==> src/rtl/vwc_pkg.sv <==
// Constants for the video window crop and scale block
package vwc_pkg;
    // ------------------------------------------------------------
    // Register indices; byte address is four times the index
    // ------------------------------------------------------------
    localparam logic [13:0] IDX_FIELD_LINES = 14'h012b;
    localparam logic [13:0] IDX_OUT_LINES   = 14'h012c;
    localparam logic [13:0] IDX_HSTART      = 14'h012d;
    localparam logic [13:0] IDX_HLEN        = 14'h012e;
    localparam logic [13:0] IDX_NPIX        = 14'h012f;
    localparam logic [13:0] IDX_STATUS      = 14'h0140;
    localparam logic [13:0] IDX_SRC_PIX     = 14'h0141;

    // ------------------------------------------------------------
    // Field layouts
    // ------------------------------------------------------------
    localparam int LINES_W     = 9;
    localparam int PIX_W       = 11;
    localparam int FMODE_LSB   = 10;
    localparam int ST_ODD_BIT  = 9;
    localparam int ST_KEEP_BIT = 10;

    // ------------------------------------------------------------
    // Reset values
    // ------------------------------------------------------------
    localparam logic [8:0]  RST_IN_LINES  = 9'h1f4;
    localparam logic [1:0]  RST_FMODE     = 2'h0;
    localparam logic [8:0]  RST_OUT_LINES = 9'h0f0;
    localparam logic [10:0] RST_HSTART    = 11'h000;
    localparam logic [10:0] RST_HLEN      = 11'h280;
    localparam logic [10:0] RST_NPIX      = 11'h280;
    localparam logic [10:0] RST_SRC_PIX   = 11'h2d0;

    // ------------------------------------------------------------
    // Field enable codes
    // ------------------------------------------------------------
    localparam logic [1:0] FMODE_BOTH = 2'h0;
    localparam logic [1:0] FMODE_EVEN = 2'h1;
    localparam logic [1:0] FMODE_ODD  = 2'h2;
    localparam logic [1:0] FMODE_OFF  = 2'h3;

    typedef enum logic [0:0] {
        BUS_IDLE,
        BUS_RDWAIT
    } vwc_bus_state_type;
endpackage

==> src/rtl/vwc_fifo.sv <==
// Synchronous FIFO with valid/ready on both sides
`timescale 1ns/10ps
`default_nettype none
module vwc_fifo #(
    parameter int WIDTH = 18,
    parameter int DEPTH = 16
) (
    // Clock and reset
    input  wire logic                     hclk,
    input  wire logic                     hresetn,
    // Fill side
    input  wire logic                     in_valid,
    output logic                          in_ready,
    input  wire logic [WIDTH-1:0]         in_data,
    // Drain side
    output logic                          out_valid,
    input  wire logic                     out_ready,
    output logic [WIDTH-1:0]              out_data,
    // Fill level
    output logic [$clog2(DEPTH):0]        count
);
    localparam int AW = $clog2(DEPTH);

    if (DEPTH < 2 || (1 << AW) != DEPTH || WIDTH < 1) begin
        $error("vwc_fifo: DEPTH must be a power of two >= 2");
    end

    logic [WIDTH-1:0] mem [DEPTH];
    logic [AW:0]      wr_ptr_ff;
    logic [AW:0]      rd_ptr_ff;
    logic             push;
    logic             pop;

    assign count     = wr_ptr_ff - rd_ptr_ff;
    assign in_ready  = (count != DEPTH[AW:0] + {(AW+1){1'b0}}) ||
                       (wr_ptr_ff[AW-1:0] != rd_ptr_ff[AW-1:0]);
    assign out_valid = (wr_ptr_ff != rd_ptr_ff);
    assign out_data  = mem[rd_ptr_ff[AW-1:0]];
    assign push      = in_valid && in_ready;
    assign pop       = out_valid && out_ready;

    always_ff @(posedge hclk) begin
        if (push) begin
            mem[wr_ptr_ff[AW-1:0]] <= in_data;
        end
    end

    always_ff @(posedge hclk or negedge hresetn) begin
        if (!hresetn) begin
            wr_ptr_ff <= '0;
            rd_ptr_ff <= '0;
        end else begin
            if (push) begin
                wr_ptr_ff <= wr_ptr_ff + 1'b1;
            end
            if (pop) begin
                rd_ptr_ff <= rd_ptr_ff + 1'b1;
            end
        end
    end
endmodule
`default_nettype wire

==> src/rtl/vwc_hresize.sv <==
// Nearest-neighbour horizontal resizer, source pixels to scaled pixels
`timescale 1ns/10ps
`default_nettype none
module vwc_hresize #(
    parameter int DW = 16,
    parameter int CW = 11
) (
    // Clock and reset
    input  wire logic          hclk,
    input  wire logic          hresetn,
    // Ratio
    input  wire logic [CW-1:0] src_pixels,
    input  wire logic [CW-1:0] dst_pixels,
    // Source pixels
    input  wire logic          in_valid,
    output logic               in_ready,
    input  wire logic [DW-1:0] in_data,
    input  wire logic          in_first,
    // Scaled pixels
    output logic               out_valid,
    input  wire logic          out_ready,
    output logic [DW-1:0]      out_data
);
    if (CW < 2 || DW < 1) begin
        $error("vwc_hresize: widths too small");
    end

    logic [CW+1:0] acc_ff;
    logic [DW-1:0] pix_ff;
    logic          held_ff;
    logic          can_emit;

    // Each source pixel adds dst, each output takes src: total is dst
    assign can_emit  = held_ff && (acc_ff >= {2'b00, src_pixels});
    assign out_valid = can_emit;
    assign out_data  = pix_ff;
    assign in_ready  = !can_emit;

    always_ff @(posedge hclk or negedge hresetn) begin
        if (!hresetn) begin
            acc_ff  <= '0;
            pix_ff  <= '0;
            held_ff <= 1'b0;
        end else if (can_emit) begin
            if (out_ready) begin
                acc_ff <= acc_ff - {2'b00, src_pixels};
            end
        end else if (in_valid) begin
            pix_ff  <= in_data;
            held_ff <= 1'b1;
            // Restart per line so rounding residue never carries over
            acc_ff  <= (in_first ? '0 : acc_ff) + {2'b00, dst_pixels};
        end
    end
endmodule
`default_nettype wire

==> src/rtl/vwc_top.sv <==
// Video window two: field select, line drop, scale and crop, AHB regs
`timescale 1ns/10ps
`default_nettype none
module vwc_top #(
    parameter int DW         = 16,
    parameter int FIFO_DEPTH = 16
) (
    // Clock and reset
    input  wire logic          hclk,
    input  wire logic          hresetn,
    // AHB-Lite slave
    input  wire logic          hsel,
    input  wire logic [15:0]   haddr,
    input  wire logic [1:0]    htrans,
    input  wire logic          hwrite,
    input  wire logic [2:0]    hsize,
    input  wire logic [31:0]   hwdata,
    input  wire logic          hready,
    output logic               hreadyout,
    output logic [31:0]        hrdata,
    output logic               hresp,
    // Decoded pixel stream in
    input  wire logic          field_start,
    input  wire logic          field_odd,
    input  wire logic          pix_in_valid,
    output logic               pix_in_ready,
    input  wire logic [DW-1:0] pix_in_data,
    input  wire logic          pix_in_first,
    // Window pixel stream out
    output logic               pix_out_valid,
    input  wire logic          pix_out_ready,
    output logic [DW-1:0]      pix_out_data,
    output logic               pix_out_first,
    output logic               pix_out_last
);
    localparam int LW = vwc_pkg::LINES_W;
    localparam int PW = vwc_pkg::PIX_W;
    localparam int FW = DW + 2;
    if (FIFO_DEPTH < 4 || DW < 1) begin
        $error("vwc_top: FIFO_DEPTH must be at least 4");
    end
    // ------------------------------------------------------------
    // Configuration registers
    // ------------------------------------------------------------
    logic [LW-1:0] input_line_total_ff;
    logic [1:0]    field_mode_ff;
    logic [LW-1:0] output_line_count_ff;
    logic [PW-1:0] crop_start_pixel_ff;
    logic [PW-1:0] crop_length_pixels_ff;
    logic [PW-1:0] scaled_line_pixels_ff;
    logic [PW-1:0] source_line_pixels_ff;

    // ------------------------------------------------------------
    // AHB-Lite slave
    // ------------------------------------------------------------
    vwc_pkg::vwc_bus_state_type bus_state_ff;
    logic          wr_pend_ff;
    logic [13:0]   wr_idx_ff;
    logic [13:0]   rd_idx_ff;
    logic          hreadyout_ff;
    logic [31:0]   hrdata_ff;
    logic          addr_ok;
    logic [11:0]   rd_word;

    assign addr_ok = hsel && htrans[1] && hready;

    always_ff @(posedge hclk or negedge hresetn) begin
        if (!hresetn) begin
            bus_state_ff <= vwc_pkg::BUS_IDLE;
            hreadyout_ff <= 1'b1;
            wr_pend_ff   <= 1'b0;
            wr_idx_ff    <= '0;
            rd_idx_ff    <= '0;
        end else begin
            case (bus_state_ff)
                vwc_pkg::BUS_IDLE: begin
                    wr_pend_ff <= addr_ok && hwrite;
                    wr_idx_ff  <= haddr[15:2];
                    // One wait state so a read never races a write
                    if (addr_ok && !hwrite) begin
                        rd_idx_ff    <= haddr[15:2];
                        hreadyout_ff <= 1'b0;
                        bus_state_ff <= vwc_pkg::BUS_RDWAIT;
                    end
                end
                vwc_pkg::BUS_RDWAIT: begin
                    wr_pend_ff   <= 1'b0;
                    hreadyout_ff <= 1'b1;
                    bus_state_ff <= vwc_pkg::BUS_IDLE;
                end
                default: bus_state_ff <= vwc_pkg::BUS_IDLE;
            endcase
        end
    end
    // Register writes keep only defined bits; reserved bits stay zero
    always_ff @(posedge hclk or negedge hresetn) begin
        if (!hresetn) begin
            input_line_total_ff   <= vwc_pkg::RST_IN_LINES;
            field_mode_ff         <= vwc_pkg::RST_FMODE;
            output_line_count_ff  <= vwc_pkg::RST_OUT_LINES;
            crop_start_pixel_ff   <= vwc_pkg::RST_HSTART;
            crop_length_pixels_ff <= vwc_pkg::RST_HLEN;
            scaled_line_pixels_ff <= vwc_pkg::RST_NPIX;
            source_line_pixels_ff <= vwc_pkg::RST_SRC_PIX;
        end else if (wr_pend_ff) begin
            case (wr_idx_ff)
                vwc_pkg::IDX_FIELD_LINES: begin
                    input_line_total_ff <= hwdata[LW-1:0];
                    field_mode_ff <= hwdata[vwc_pkg::FMODE_LSB +: 2];
                end
                vwc_pkg::IDX_OUT_LINES: output_line_count_ff <= hwdata[LW-1:0];
                vwc_pkg::IDX_HSTART: crop_start_pixel_ff <= hwdata[PW-1:0];
                vwc_pkg::IDX_HLEN: crop_length_pixels_ff <= hwdata[PW-1:0];
                vwc_pkg::IDX_NPIX: scaled_line_pixels_ff <= hwdata[PW-1:0];
                vwc_pkg::IDX_SRC_PIX: source_line_pixels_ff <= hwdata[PW-1:0];
                default: ;
            endcase
        end
    end
    // ------------------------------------------------------------
    // Vertical state; kept line count, field and keep flag also shown in the status register
    // ------------------------------------------------------------
    logic [LW-1:0] line_idx_ff;
    logic [LW-1:0] lines_out_ff;
    logic [LW:0]   vacc_ff;
    logic          field_odd_ff;
    logic          line_keep_ff;

    always_comb begin
        rd_word = 12'h000;
        case (rd_idx_ff)
            vwc_pkg::IDX_FIELD_LINES: begin
                rd_word[LW-1:0] = input_line_total_ff;
                rd_word[vwc_pkg::FMODE_LSB +: 2] = field_mode_ff;
            end
            vwc_pkg::IDX_OUT_LINES: rd_word[LW-1:0] = output_line_count_ff;
            vwc_pkg::IDX_HSTART:    rd_word[PW-1:0] = crop_start_pixel_ff;
            vwc_pkg::IDX_HLEN:      rd_word[PW-1:0] = crop_length_pixels_ff;
            vwc_pkg::IDX_NPIX:      rd_word[PW-1:0] = scaled_line_pixels_ff;
            vwc_pkg::IDX_SRC_PIX:   rd_word[PW-1:0] = source_line_pixels_ff;
            vwc_pkg::IDX_STATUS: begin
                rd_word[LW-1:0] = lines_out_ff;
                rd_word[vwc_pkg::ST_ODD_BIT]  = field_odd_ff;
                rd_word[vwc_pkg::ST_KEEP_BIT] = line_keep_ff;
            end
            default: rd_word = 12'h000;
        endcase
    end
    always_ff @(posedge hclk or negedge hresetn) begin
        if (!hresetn) begin
            hrdata_ff <= '0;
        end else if (bus_state_ff == vwc_pkg::BUS_RDWAIT) begin
            hrdata_ff <= {20'h00000, rd_word};
        end
    end
    assign hreadyout = hreadyout_ff;
    assign hrdata    = hrdata_ff;
    assign hresp     = 1'b0;
    // ------------------------------------------------------------
    // Input holding stage; ready comes from a flop
    // ------------------------------------------------------------
    logic          hold_valid_ff;
    logic [DW-1:0] hold_data_ff;
    logic          hold_first_ff;
    logic          pix_in_ready_ff;
    logic          rs_in_ready;
    logic          hold_take;
    logic          accept;
    logic          nxt_hold_valid;

    // Half rate input traded for a registered ready with no skid logic
    assign accept         = pix_in_valid && pix_in_ready_ff;
    assign hold_take      = hold_valid_ff && rs_in_ready;
    assign nxt_hold_valid = accept || (hold_valid_ff && !hold_take);

    always_ff @(posedge hclk or negedge hresetn) begin
        if (!hresetn) begin
            hold_valid_ff   <= 1'b0;
            hold_data_ff    <= '0;
            hold_first_ff   <= 1'b0;
            pix_in_ready_ff <= 1'b0;
        end else begin
            hold_valid_ff   <= nxt_hold_valid;
            pix_in_ready_ff <= !nxt_hold_valid;
            if (accept) begin
                hold_data_ff  <= pix_in_data;
                hold_first_ff <= pix_in_first;
            end
        end
    end

    assign pix_in_ready = pix_in_ready_ff;
    // ------------------------------------------------------------
    // Vertical window: field select and even line dropping
    // ------------------------------------------------------------
    logic          line_start;
    logic          field_on;
    logic          in_range;
    logic [LW:0]   vacc_sum;

    assign line_start = hold_take && hold_first_ff;
    assign in_range   = line_idx_ff < input_line_total_ff;
    assign vacc_sum   = vacc_ff + {1'b0, output_line_count_ff};

    always_comb begin
        case (field_mode_ff)
            vwc_pkg::FMODE_BOTH: field_on = 1'b1;
            vwc_pkg::FMODE_EVEN: field_on = !field_odd_ff;
            vwc_pkg::FMODE_ODD:  field_on = field_odd_ff;
            default:             field_on = 1'b0;
        endcase
    end

    always_ff @(posedge hclk or negedge hresetn) begin
        if (!hresetn) begin
            line_idx_ff  <= '0;
            lines_out_ff <= '0;
            vacc_ff      <= '0;
            field_odd_ff <= 1'b0;
            line_keep_ff <= 1'b0;
        end else if (field_start) begin
            line_idx_ff  <= '0;
            lines_out_ff <= '0;
            vacc_ff      <= '0;
            field_odd_ff <= field_odd;
            line_keep_ff <= 1'b0;
        end else if (line_start) begin
            if (line_idx_ff != {LW{1'b1}}) begin
                line_idx_ff <= line_idx_ff + 1'b1;
            end
            line_keep_ff <= 1'b0;
            if (in_range && field_on &&
                lines_out_ff < output_line_count_ff) begin
                // Keep a line each time the ratio accumulator wraps
                if (vacc_sum >= {1'b0, input_line_total_ff}) begin
                    vacc_ff      <= vacc_sum - {1'b0, input_line_total_ff};
                    line_keep_ff <= 1'b1;
                    lines_out_ff <= lines_out_ff + 1'b1;
                end else begin
                    vacc_ff <= vacc_sum;
                end
            end
        end
    end

    // ------------------------------------------------------------
    // Horizontal scaling and crop
    // ------------------------------------------------------------
    logic          rs_valid;
    logic [DW-1:0] rs_data;
    logic          rs_ready;
    logic [PW-1:0] hpos_ff;
    logic [PW:0]   crop_end;
    logic          in_crop;
    logic          fifo_in_ready;
    logic          fifo_in_valid;

    vwc_hresize #(
        .DW (DW),
        .CW (PW)
    ) u_hresize (
        .hclk       (hclk),
        .hresetn    (hresetn),
        .src_pixels (source_line_pixels_ff),
        .dst_pixels (scaled_line_pixels_ff),
        .in_valid   (hold_valid_ff),
        .in_ready   (rs_in_ready),
        .in_data    (hold_data_ff),
        .in_first   (hold_first_ff),
        .out_valid  (rs_valid),
        .out_ready  (rs_ready),
        .out_data   (rs_data)
    );
    assign crop_end = {1'b0, crop_start_pixel_ff} +
                      {1'b0, crop_length_pixels_ff};
    assign in_crop  = line_keep_ff &&
                      hpos_ff >= crop_start_pixel_ff &&
                      {1'b0, hpos_ff} < crop_end;
    // Pixels outside the window are discarded without waiting
    assign fifo_in_valid = rs_valid && in_crop;
    assign rs_ready      = !in_crop || fifo_in_ready;
    // Position along the scaled line
    always_ff @(posedge hclk or negedge hresetn) begin
        if (!hresetn) begin
            hpos_ff <= '0;
        end else if (line_start) begin
            hpos_ff <= '0;
        end else if (rs_valid && rs_ready && hpos_ff != {PW{1'b1}}) begin
            hpos_ff <= hpos_ff + 1'b1;
        end
    end
    // ------------------------------------------------------------
    // Output FIFO and registered output stage
    // ------------------------------------------------------------
    logic [FW-1:0] fifo_in_word;
    logic [FW-1:0] fifo_out_word;
    logic          fifo_out_valid;
    logic          fifo_out_ready;
    logic          out_valid_ff;
    logic [DW-1:0] out_data_ff;
    logic          out_first_ff;
    logic          out_last_ff;
    assign fifo_in_word = {hpos_ff == crop_start_pixel_ff,
                           {1'b0, hpos_ff} == crop_end - 1'b1, rs_data};
    vwc_fifo #(
        .WIDTH (FW),
        .DEPTH (FIFO_DEPTH)
    ) u_fifo (
        .hclk      (hclk),
        .hresetn   (hresetn),
        .in_valid  (fifo_in_valid),
        .in_ready  (fifo_in_ready),
        .in_data   (fifo_in_word),
        .out_valid (fifo_out_valid),
        .out_ready (fifo_out_ready),
        .out_data  (fifo_out_word),
        .count     ()
    );
    assign fifo_out_ready = !out_valid_ff || pix_out_ready;
    // Flags gated: an empty buffer shows a stale word with flags cleared
    always_ff @(posedge hclk or negedge hresetn) begin
        if (!hresetn) begin
            out_valid_ff <= 1'b0;
            out_data_ff  <= '0;
            out_first_ff <= 1'b0;
            out_last_ff  <= 1'b0;
        end else if (fifo_out_ready) begin
            out_valid_ff <= fifo_out_valid;
            out_data_ff  <= fifo_out_word[DW-1:0];
            out_last_ff  <= fifo_out_valid && fifo_out_word[DW];
            out_first_ff <= fifo_out_valid && fifo_out_word[DW+1];
        end
    end
    assign pix_out_valid = out_valid_ff;
    assign pix_out_data  = out_data_ff;
    assign pix_out_first = out_first_ff;
    assign pix_out_last  = out_last_ff;
endmodule
`default_nettype wire

==> config.mk <==
export PLATFORM = sky130hd
export DESIGN_NAME = vwc_top
export DESIGN_NICKNAME = d
export VERILOG_FILES = /design/src/rtl/vwc_pkg.sv /design/src/rtl/vwc_fifo.sv /design/src/rtl/vwc_hresize.sv /design/src/rtl/vwc_top.sv
export SDC_FILE = /design/constraint.sdc
export NUM_CORES = 1
export LEC_CHECK = 0
export BUFFER_PORTS_ARGS = -buffer_cell sky130_fd_sc_hd__buf_2
export CORE_UTILIZATION = 35
export DETAILED_ROUTE_END_ITERATION = 12
export PLACE_DENSITY_LB_ADDON = 0.25
export SLEW_MARGIN = 20
export SYNTH_ARGS = -nofsm -noshare
export SYNTH_HDL_FRONTEND = slang
export SYNTH_SLANG_ARGS = --single-unit
==> constraint.sdc <==
create_clock -name hclk -period 6.55 [get_ports hclk]
set_input_delay 1.31 -clock hclk [delete_from_list [all_inputs] [get_ports hclk]]
set_output_delay 1.31 -clock hclk [all_outputs]
set_load 0.005 [all_outputs]
==> metrics.md, run 1 <==
| Metric | Value |
|---|---|
| Worst-Skew Late Latency | between 600 and 700 ps |
| Post-Syn Area | 24840 um^2 |
| DRT Pass-1 Iters | 5 |
| Top FF cell, synth | edfxtp_1 |
| Avg WL per Cell | ~20 um |
| DRC | 0 |
| Worst-Margin Slew | 1140 ps |
| Fin worst setup slack | 911.2 ps |
| Total power | 0.01121 W |
| Leak | between 10 and 15 nW |
| Crit path from | crop_start_pixel_ff[0] |
| Worst slack at placement | 948.0 ps |
| Fraction of layout instances using a drive strength above 1 | about 22% |
| Hold Buf Count CTS | 0 |
| Cell Rows | 97 |
| Synth Register Bits | 514 |
| Crit-path max FO | 13 |
| WP data arrival | 5930 ps |
| Fin Setup TNS | 0 ps |
| Kind of critical path | register to register |
| Endpoint type of the worst setup path | register |
| Reg2reg end | u_fifo.mem[3][3] |
| Aggregate global-route resource usage | 16.45% |
| R2R Setup Slk | 910 ps |
| I/O pin cnt | approximately 130 |
| Initial Utilization | 35.42% |
| GPL Wtd Cong | 0.8270 |
| Port Buf Inserts | 85 |
| Resize count post-CTS | 0 |
| Final setup viols | 0 |
| Post-synth EDFFs | ~290 |
| Final hold vios | 0 |
| Net count, final | 2169 |
| MaxCap Viol Count | 0 |
| FFs w/ async S/R, synth | a little over two fifths |
| Top Usage Layer GRT | met2 |
| Post-Route WL | 57900 um |
| Library cells used by synthesis | 80 |
| Finished Layout Cells | just under 3000 |
| Worst slew margin | 23.74% |
| CP endpoint | u_fifo.mem[3][3] |
| Vias in the first global route | 15920 |
| Pwr Density | 396.1 nW/um^2 |
| HPWL Detailed | slightly above 40000 um |
| DP Cell Count | 2868 |
| Clk_skew | ~28 ps |
| Remaining antenna violation count | 0 |
| Worst Reg-to-Reg Cells | 16 |
| CTS tree | done |
| Most frequent cells in the layout | edfxtp_1, nand2_1, dfrtp_1 |
| Horiz. Die Dim | 268.4 um |
| Worst reg2reg path startpoint | crop_start_pixel_ff[0] |
| Initial drt markers | 878 |
| Highest achievable clock rate | approximately 180 MHz |
| Max IR drop VDD | 0.2467 mV |
| Die Span Y | between 200 and 300 um |
| Final hold slack | 439.1 ps |
| CTS buffer count | 53 |
| Final period util | 86.09% |
| Clk buf depth | 3 |
| Status | completed |
| Met3 usage in global routing | 2.575% |
| Core box area | 70150 um^2 |
| Synth Warn # | 0 |
| H-tree depth | 2 |
| Die area | between 70000 and 80000 um^2 |
| Root Buffer | clkbuf_16 |
| Most common cell after layout, fill and taps aside | edfxtp_1 |
| Global-route met2 utilization | 27.38% |
| Area Growth Syn to Fin | 13.97% |
| Post-synthesis sequential area ratio | approximately 58% |
| Vias | 15490 |
| Initial antenna violation count | 1 |
| Startpoint types | register |
| GR Util met1 | 22.42% |
| Via-to-Cell Ratio | 5.218 |
| Final min period | 5639 ps |
| Clk sinks | approximately 500 |
| First-pass GRT wire length | 92010 um |
| Post-CTS Setup Repair Bufs | 0 |
| Largest net degree at the start of global routing | 120 |
| Worst EP required | 6840 ps |
| Mapped Cells | 1883 |
| Max-slew violations | 0 |
| Hold Crit Class | register to register |
| RSZ-0062 raised after global routing | false |
| Syn Area/Cell | 13.19 um^2 |
| Grt total ovfl | 0 |
| CTS clk-pin slew, worst paths | around 60 ps |
==> area by class of cell <==
cell class | count | area [um^2]
Antenna cell | 1 | 2.502
Tap cell | 940 | 1176
Sequential cell | 514 | 14330
Clock buffer | 71 | 1465
Fill cell | 6663 | 41840
Timing Repair Buffer | 117 | 688.2
Inverter | 109 | 409.1
Multi-Input combinational cell | 1188 | 9851
Clock inverter | 29 | 389.1
==> power breakdown <==
| group | internal, W | switching, W | leakage (nW) |
|---|---|---|---|
| logic | 0.00161 | 0.00188 | 4.85 |
| registers | 0.00395 | 0.000579 | 5.33 |
| clock network | 0.00190 | 0.00129 | 0.901 |
==> worst max-delay path, stage by stage (launching register included) <==
cell and delay [ps]:
dfrtp_1 430, ha_1 280, fa_1 440, a21oi_1 210, o211ai_1 130, o41ai_1 510, xnor2_1 240, inv_1 180
ha_1 250, a211oi_1 150, o21ai_0 160, o221ai_1 210, o2111ai_2 250, a2111oi_4 670, nand2_1 290, nor3_2 560
buf_4 350
==> per-layer routing <==
layer	vias up	part of all wire, %
met5	-	0.017
met3	67	4.2
met2	323	48
met4	2	1.9
met1	7864	46
li1	7237	-
==> worst min path at each step <==
stage          cells after the start                      to             start  slack [ps]
2_1_floorplan                      2   u_hresize.out_data[0]   hold_data_ff[0]         430
3_3_place_gp                       2         pix_out_data[8]   pix_out_data[8]         450
3_5_place_dp                       2  u_hresize.out_data[12]  hold_data_ff[12]         450
4_1_cts                            2  u_hresize.out_data[12]  hold_data_ff[12]         450
5_1_grt                            2  u_hresize.out_data[10]  hold_data_ff[10]         480
6_report                           2  u_hresize.out_data[12]  hold_data_ff[12]         440
==> cells in the mapped netlist, types with 19 or more instances <==
| master | instances | area (um^2) |
|---|---|---|
| a21oi_1 | 80 | 400.4 |
| buf_4 | 21 | 157.7 |
| clkbuf_1 | 56 | 210.2 |
| dfrtp_1 | 207 | 5180 |
| dfstp_2 | 19 | 499.2 |
| edfxtp_1 | 288 | 8648 |
| ha_1 | 102 | 1276 |
| inv_1 | 108 | 405.4 |
| mux2_2 | 75 | 844.6 |
| mux2i_1 | 25 | 250.2 |
| mux4_2 | 99 | 2230 |
| nand2_1 | 218 | 818.3 |
| nand3_1 | 22 | 110.1 |
| nor2_1 | 60 | 225.2 |
| nor2b_1 | 28 | 175.2 |
| nor3_1 | 36 | 180.2 |
| o21ai_0 | 88 | 440.4 |
| xnor2_1 | 40 | 350.3 |
==> flip-flops by register name, summed over array words and instances (netlist names), 5 cells and up <==
register               cells
crop_length_pixels_ff     11
crop_start_pixel_ff       11
hold_data_ff              16
hpos_ff                   11
hrdata                    12
input_line_total_ff        9
line_idx_ff                9
lines_out_ff               9
output_line_count_ff       9
pix_out_data              16
rd_idx_ff                 14
scaled_line_pixels_ff     11
source_line_pixels_ff     11
u_fifo.mem               288
u_fifo.rd_ptr_ff           5
u_fifo.wr_ptr_ff           5
u_hresize.acc_ff          13
u_hresize.out_data        16
vacc_ff                   10
wr_idx_ff                 14
==> through the flow <==
step                      util, %  instance area [um^2]
after floorplan                 -                 24920
after global placement      37.71                 26450
after detailed placement    37.71                 26450
after CTS                   40.35                 28310
after global routing        40.36                 28310
final                       40.36                 28310
==> kinds of logic after synthesis <==
family	after synthesis	share of synthesized area (%)
DFF	514	57.67
and+or+nand+nor	481	9.317
AOI/OAI and AO/OA	326	8.758
muxes	202	13.52
buffers and inverters	201	3.384
adders and majority gates	107	5.540
xor gates and xnor gates	51	1.798
other	1	0.01509
(Power assumes the default switching activity.)
==> inputs of run 2 (changes only) <==
==> constraint.sdc (replaced) <==
create_clock -name hclk -period 6.25 [get_ports hclk]
set_input_delay 0.9375 -clock hclk [delete_from_list [all_inputs] [get_ports hclk]]
set_output_delay 0.9375 -clock hclk [all_outputs]
set_load 0.005 [all_outputs]
==> metrics.md, run 2 (same netlist as run 1, synthesis figures left out) <==
| Metric | Value |
|---|---|
| Status | completed |
| Metal-1 WL | 26840 um (+1.4%) |
| Fraction of layout instances using a drive strength above 1 | 22.76% (+0.43 points) |
| I/O pin cnt | 133 (unchanged) |
| Final period util | 87.27% (+1.2 points) |
| Post-Route WL | 60850 um (+5.1%) |
| Port Buf Inserts | 85 (unchanged) |
| Initial Utilization | 35.42% (unchanged) |
| H-tree depth | 2 (unchanged) |
| Clk buf depth | 3 (unchanged) |
| Initial drt markers | 986 (+12%) |
| Vias | 15600 (+0.68%) |
| Post-CTS Setup Repair Bufs | 0 (unchanged) |
| Worst reg2reg path startpoint | crop_start_pixel_ff[0] |
| Final setup viols | 0 (unchanged) |
| CTS buffer count | 54 (+1.9%) |
| Kind of critical path | register to register |
| Avg WL per Cell | 20.46 um (+4.9%) |
| Die area | 72050 um^2 (unchanged) |
| Finished Layout Cells | 2974 (+0.17%) |
| Critical path's largest stage delay | 650 ps (-20 ps) |
| GPL Wtd Cong | 0.8321 (+0.62%) |
| Final hold vios | 0 (unchanged) |
| Top sig layer | met5 |
| Pwr Density | 417.7 nW/um^2 (+5.5%) |
| Clk sinks | 514 (unchanged) |
| Worst slew margin | 27.19% (+3.5 points) |
| Met3 WL post-DR | 2716 um (+11%) |
| Endpoint type of the worst setup path | register |
| First-pass GRT wire length | 94960 um (+3.2%) |
| DRC | 0 (unchanged) |
| CTS tree | done |
| Most frequent cells in the layout | edfxtp_1, nand2_1, dfrtp_1 |
| CTS clk-pin slew, worst paths | 60 ps (about the same) |
| Leak | 11.14 nW (+0.50%) |
| DP Cell Count | 2872 (+0.14%) |
| Net count, final | 2174 (+0.23%) |
| Final min period | 5454 ps (-184.6 ps) |
| Max-slew violations | 0 (unchanged) |
| Hold Buf Count CTS | 0 (unchanged) |
| Core box area | 70150 um^2 (unchanged) |
| HPWL Detailed | 41130 um (+0.87%) |
| Reg2reg end | u_fifo.mem[2][13] |
| RSZ-0062 raised after global routing | false |
| Total power | 0.01186 W (+5.8%) |
| Area post-placement | 26480 um^2 (+0.11%) |
| Aggregate global-route resource usage | 17.23% (+0.79 points) |
| Cell Rows | 97 (unchanged) |
| Worst-Margin Slew | 1088 ps (-51.58 ps) |
| CP Cell Sequence | ha_1 -> fa_1 -> a21oi_1 -> o211ai_1 -> o41ai_1 -> o21bai_1 -> a21oi_1 -> xnor2_1 -> inv_1 -> ha_1 -> and2_1 -> o31ai_1 -> o2111ai_2 -> a2111oi_4 -> nand2_1 -> nor3_2 -> buf_4 |
| Remaining antenna violation count | 0 (unchanged) |
| Area Growth Syn to Fin | 14.28% |
| Largest net degree at the start of global routing | 123 (+2.5%) |
| DRT Pass-1 Iters | 5 (unchanged) |
| R2R Setup Slk | 800 ps (-120 ps) |
| MaxCap Viol Count | 0 (unchanged) |
| Crit-path max FO | 15 (+2) |
| Worst EP required | 6540 ps (-300 ps) |
| Via-to-Cell Ratio | 5.245 (+0.51%) |
| Grt total ovfl | 0 (unchanged) |
| WP data arrival | 5750 ps (-180 ps) |
| Initial antenna violation count | 1 (unchanged) |
| Crit path from | crop_start_pixel_ff[0] |
| Metal2 WL | 30280 um (+8.6%) |
| Vias in the first global route | 16050 (+0.80%) |
| Fin Setup TNS | 0 ps (unchanged) |
| Startpoint types | register |
| Max IR drop VDD | 0.2244 mV (-9.0%) |
| Horiz. Die Dim | 268.4 um (unchanged) |
| N_diodes | 0 (-1) |
| Worst path slowest cell | a2111oi_4 |
| Root Buffer | clkbuf_16 |
| Worst-Skew Late Latency | 620 ps (about the same) |
| Resize count post-CTS | 0 (unchanged) |
| Highest achievable clock rate | 183.3 MHz (+3.4%) |
| Clk_skew | 20.47 ps (-7.470 ps) |
| Most common cell after layout, fill and taps aside | edfxtp_1 |
| CP endpoint | u_fifo.mem[2][13] |
| Post-Layout Inst Area | 28390 um^2 (+0.27%) |
| Worst Reg-to-Reg Cells | 17 (+1) |
| Die Span Y | 268.4 um (unchanged) |
| Flip-flop count of the largest register after layout | 288 (unchanged) |
| Hold Crit Class | primary input to asynchronous set/reset pin |
run 2: cell types whose count changed in the layout (fill, tap and decap cells not counted), sizes merged:
cell / delta
bufinv: -2
clkinvlp: -1
diode: -1
buf: +4
clkbuf: +8
clkinv: -5
inv: +2
run 2: final cells by class:
type                    count  area [um^2]
fillers                  6624        41760
flip-flops and latches    514        14330
multi-input cells        1188         9851
clock buffers              79         1583
well taps                 940         1176
repair buffers            121        718.2
inverters                 109        409.1
clock inverters            23        320.3
run 2: routing by layer:
metal  up-vias  GRT usage, %
met5         -             0
met4         2         3.977
met3        75         2.721
met2       337         29.54
met1      7947         22.90
li1       7237             -
run 2: how the worst min path moves through the flow:
| stage | slack, ps | to |
|---|---|---|
| after global routing | 410 | pix_out_data[13] |
| after detailed placement | 450 | u_hresize.out_data[11] |
| after CTS | 400 | pix_out_data[10] |
| after global placement | 450 | u_hresize.out_data[11] |
| final | 360 | pix_out_data[2] |
| after floorplan | 430 | u_hresize.out_data[0] |
run 2: metrics by stage:
stage | hold slack, ps | setup WS, ps | util [%]
floorplan | 433.1 | 735.1 | -
global placement | 446.9 | 820.3 | 37.75
detailed placement | 451.0 | 828.6 | 37.75
CTS | 399.7 | 802.5 | 40.46
global route | 408.4 | 302.1 | 40.47
finish | 361.4 | 795.7 | 40.47
run 2: critical path, delay by kind of cell (launching register included):
family          cells  cell delay, ps
simple gates        3             810
buf+inv             2             460
fa+ha+maj           3            1020
xor+xnor            1             210
flops               1             430
compound gates      8            2180
run 2: report_power, final:
group / internal [W] / total [W] / switching [W]
Clock: 0.00202 / 0.00340 / 0.00138
Combinational: 0.00170 / 0.00370 / 0.00201
Sequential: 0.00414 / 0.00475 / 0.000609
Total: 0.00786 / 0.0119 / 0.00400
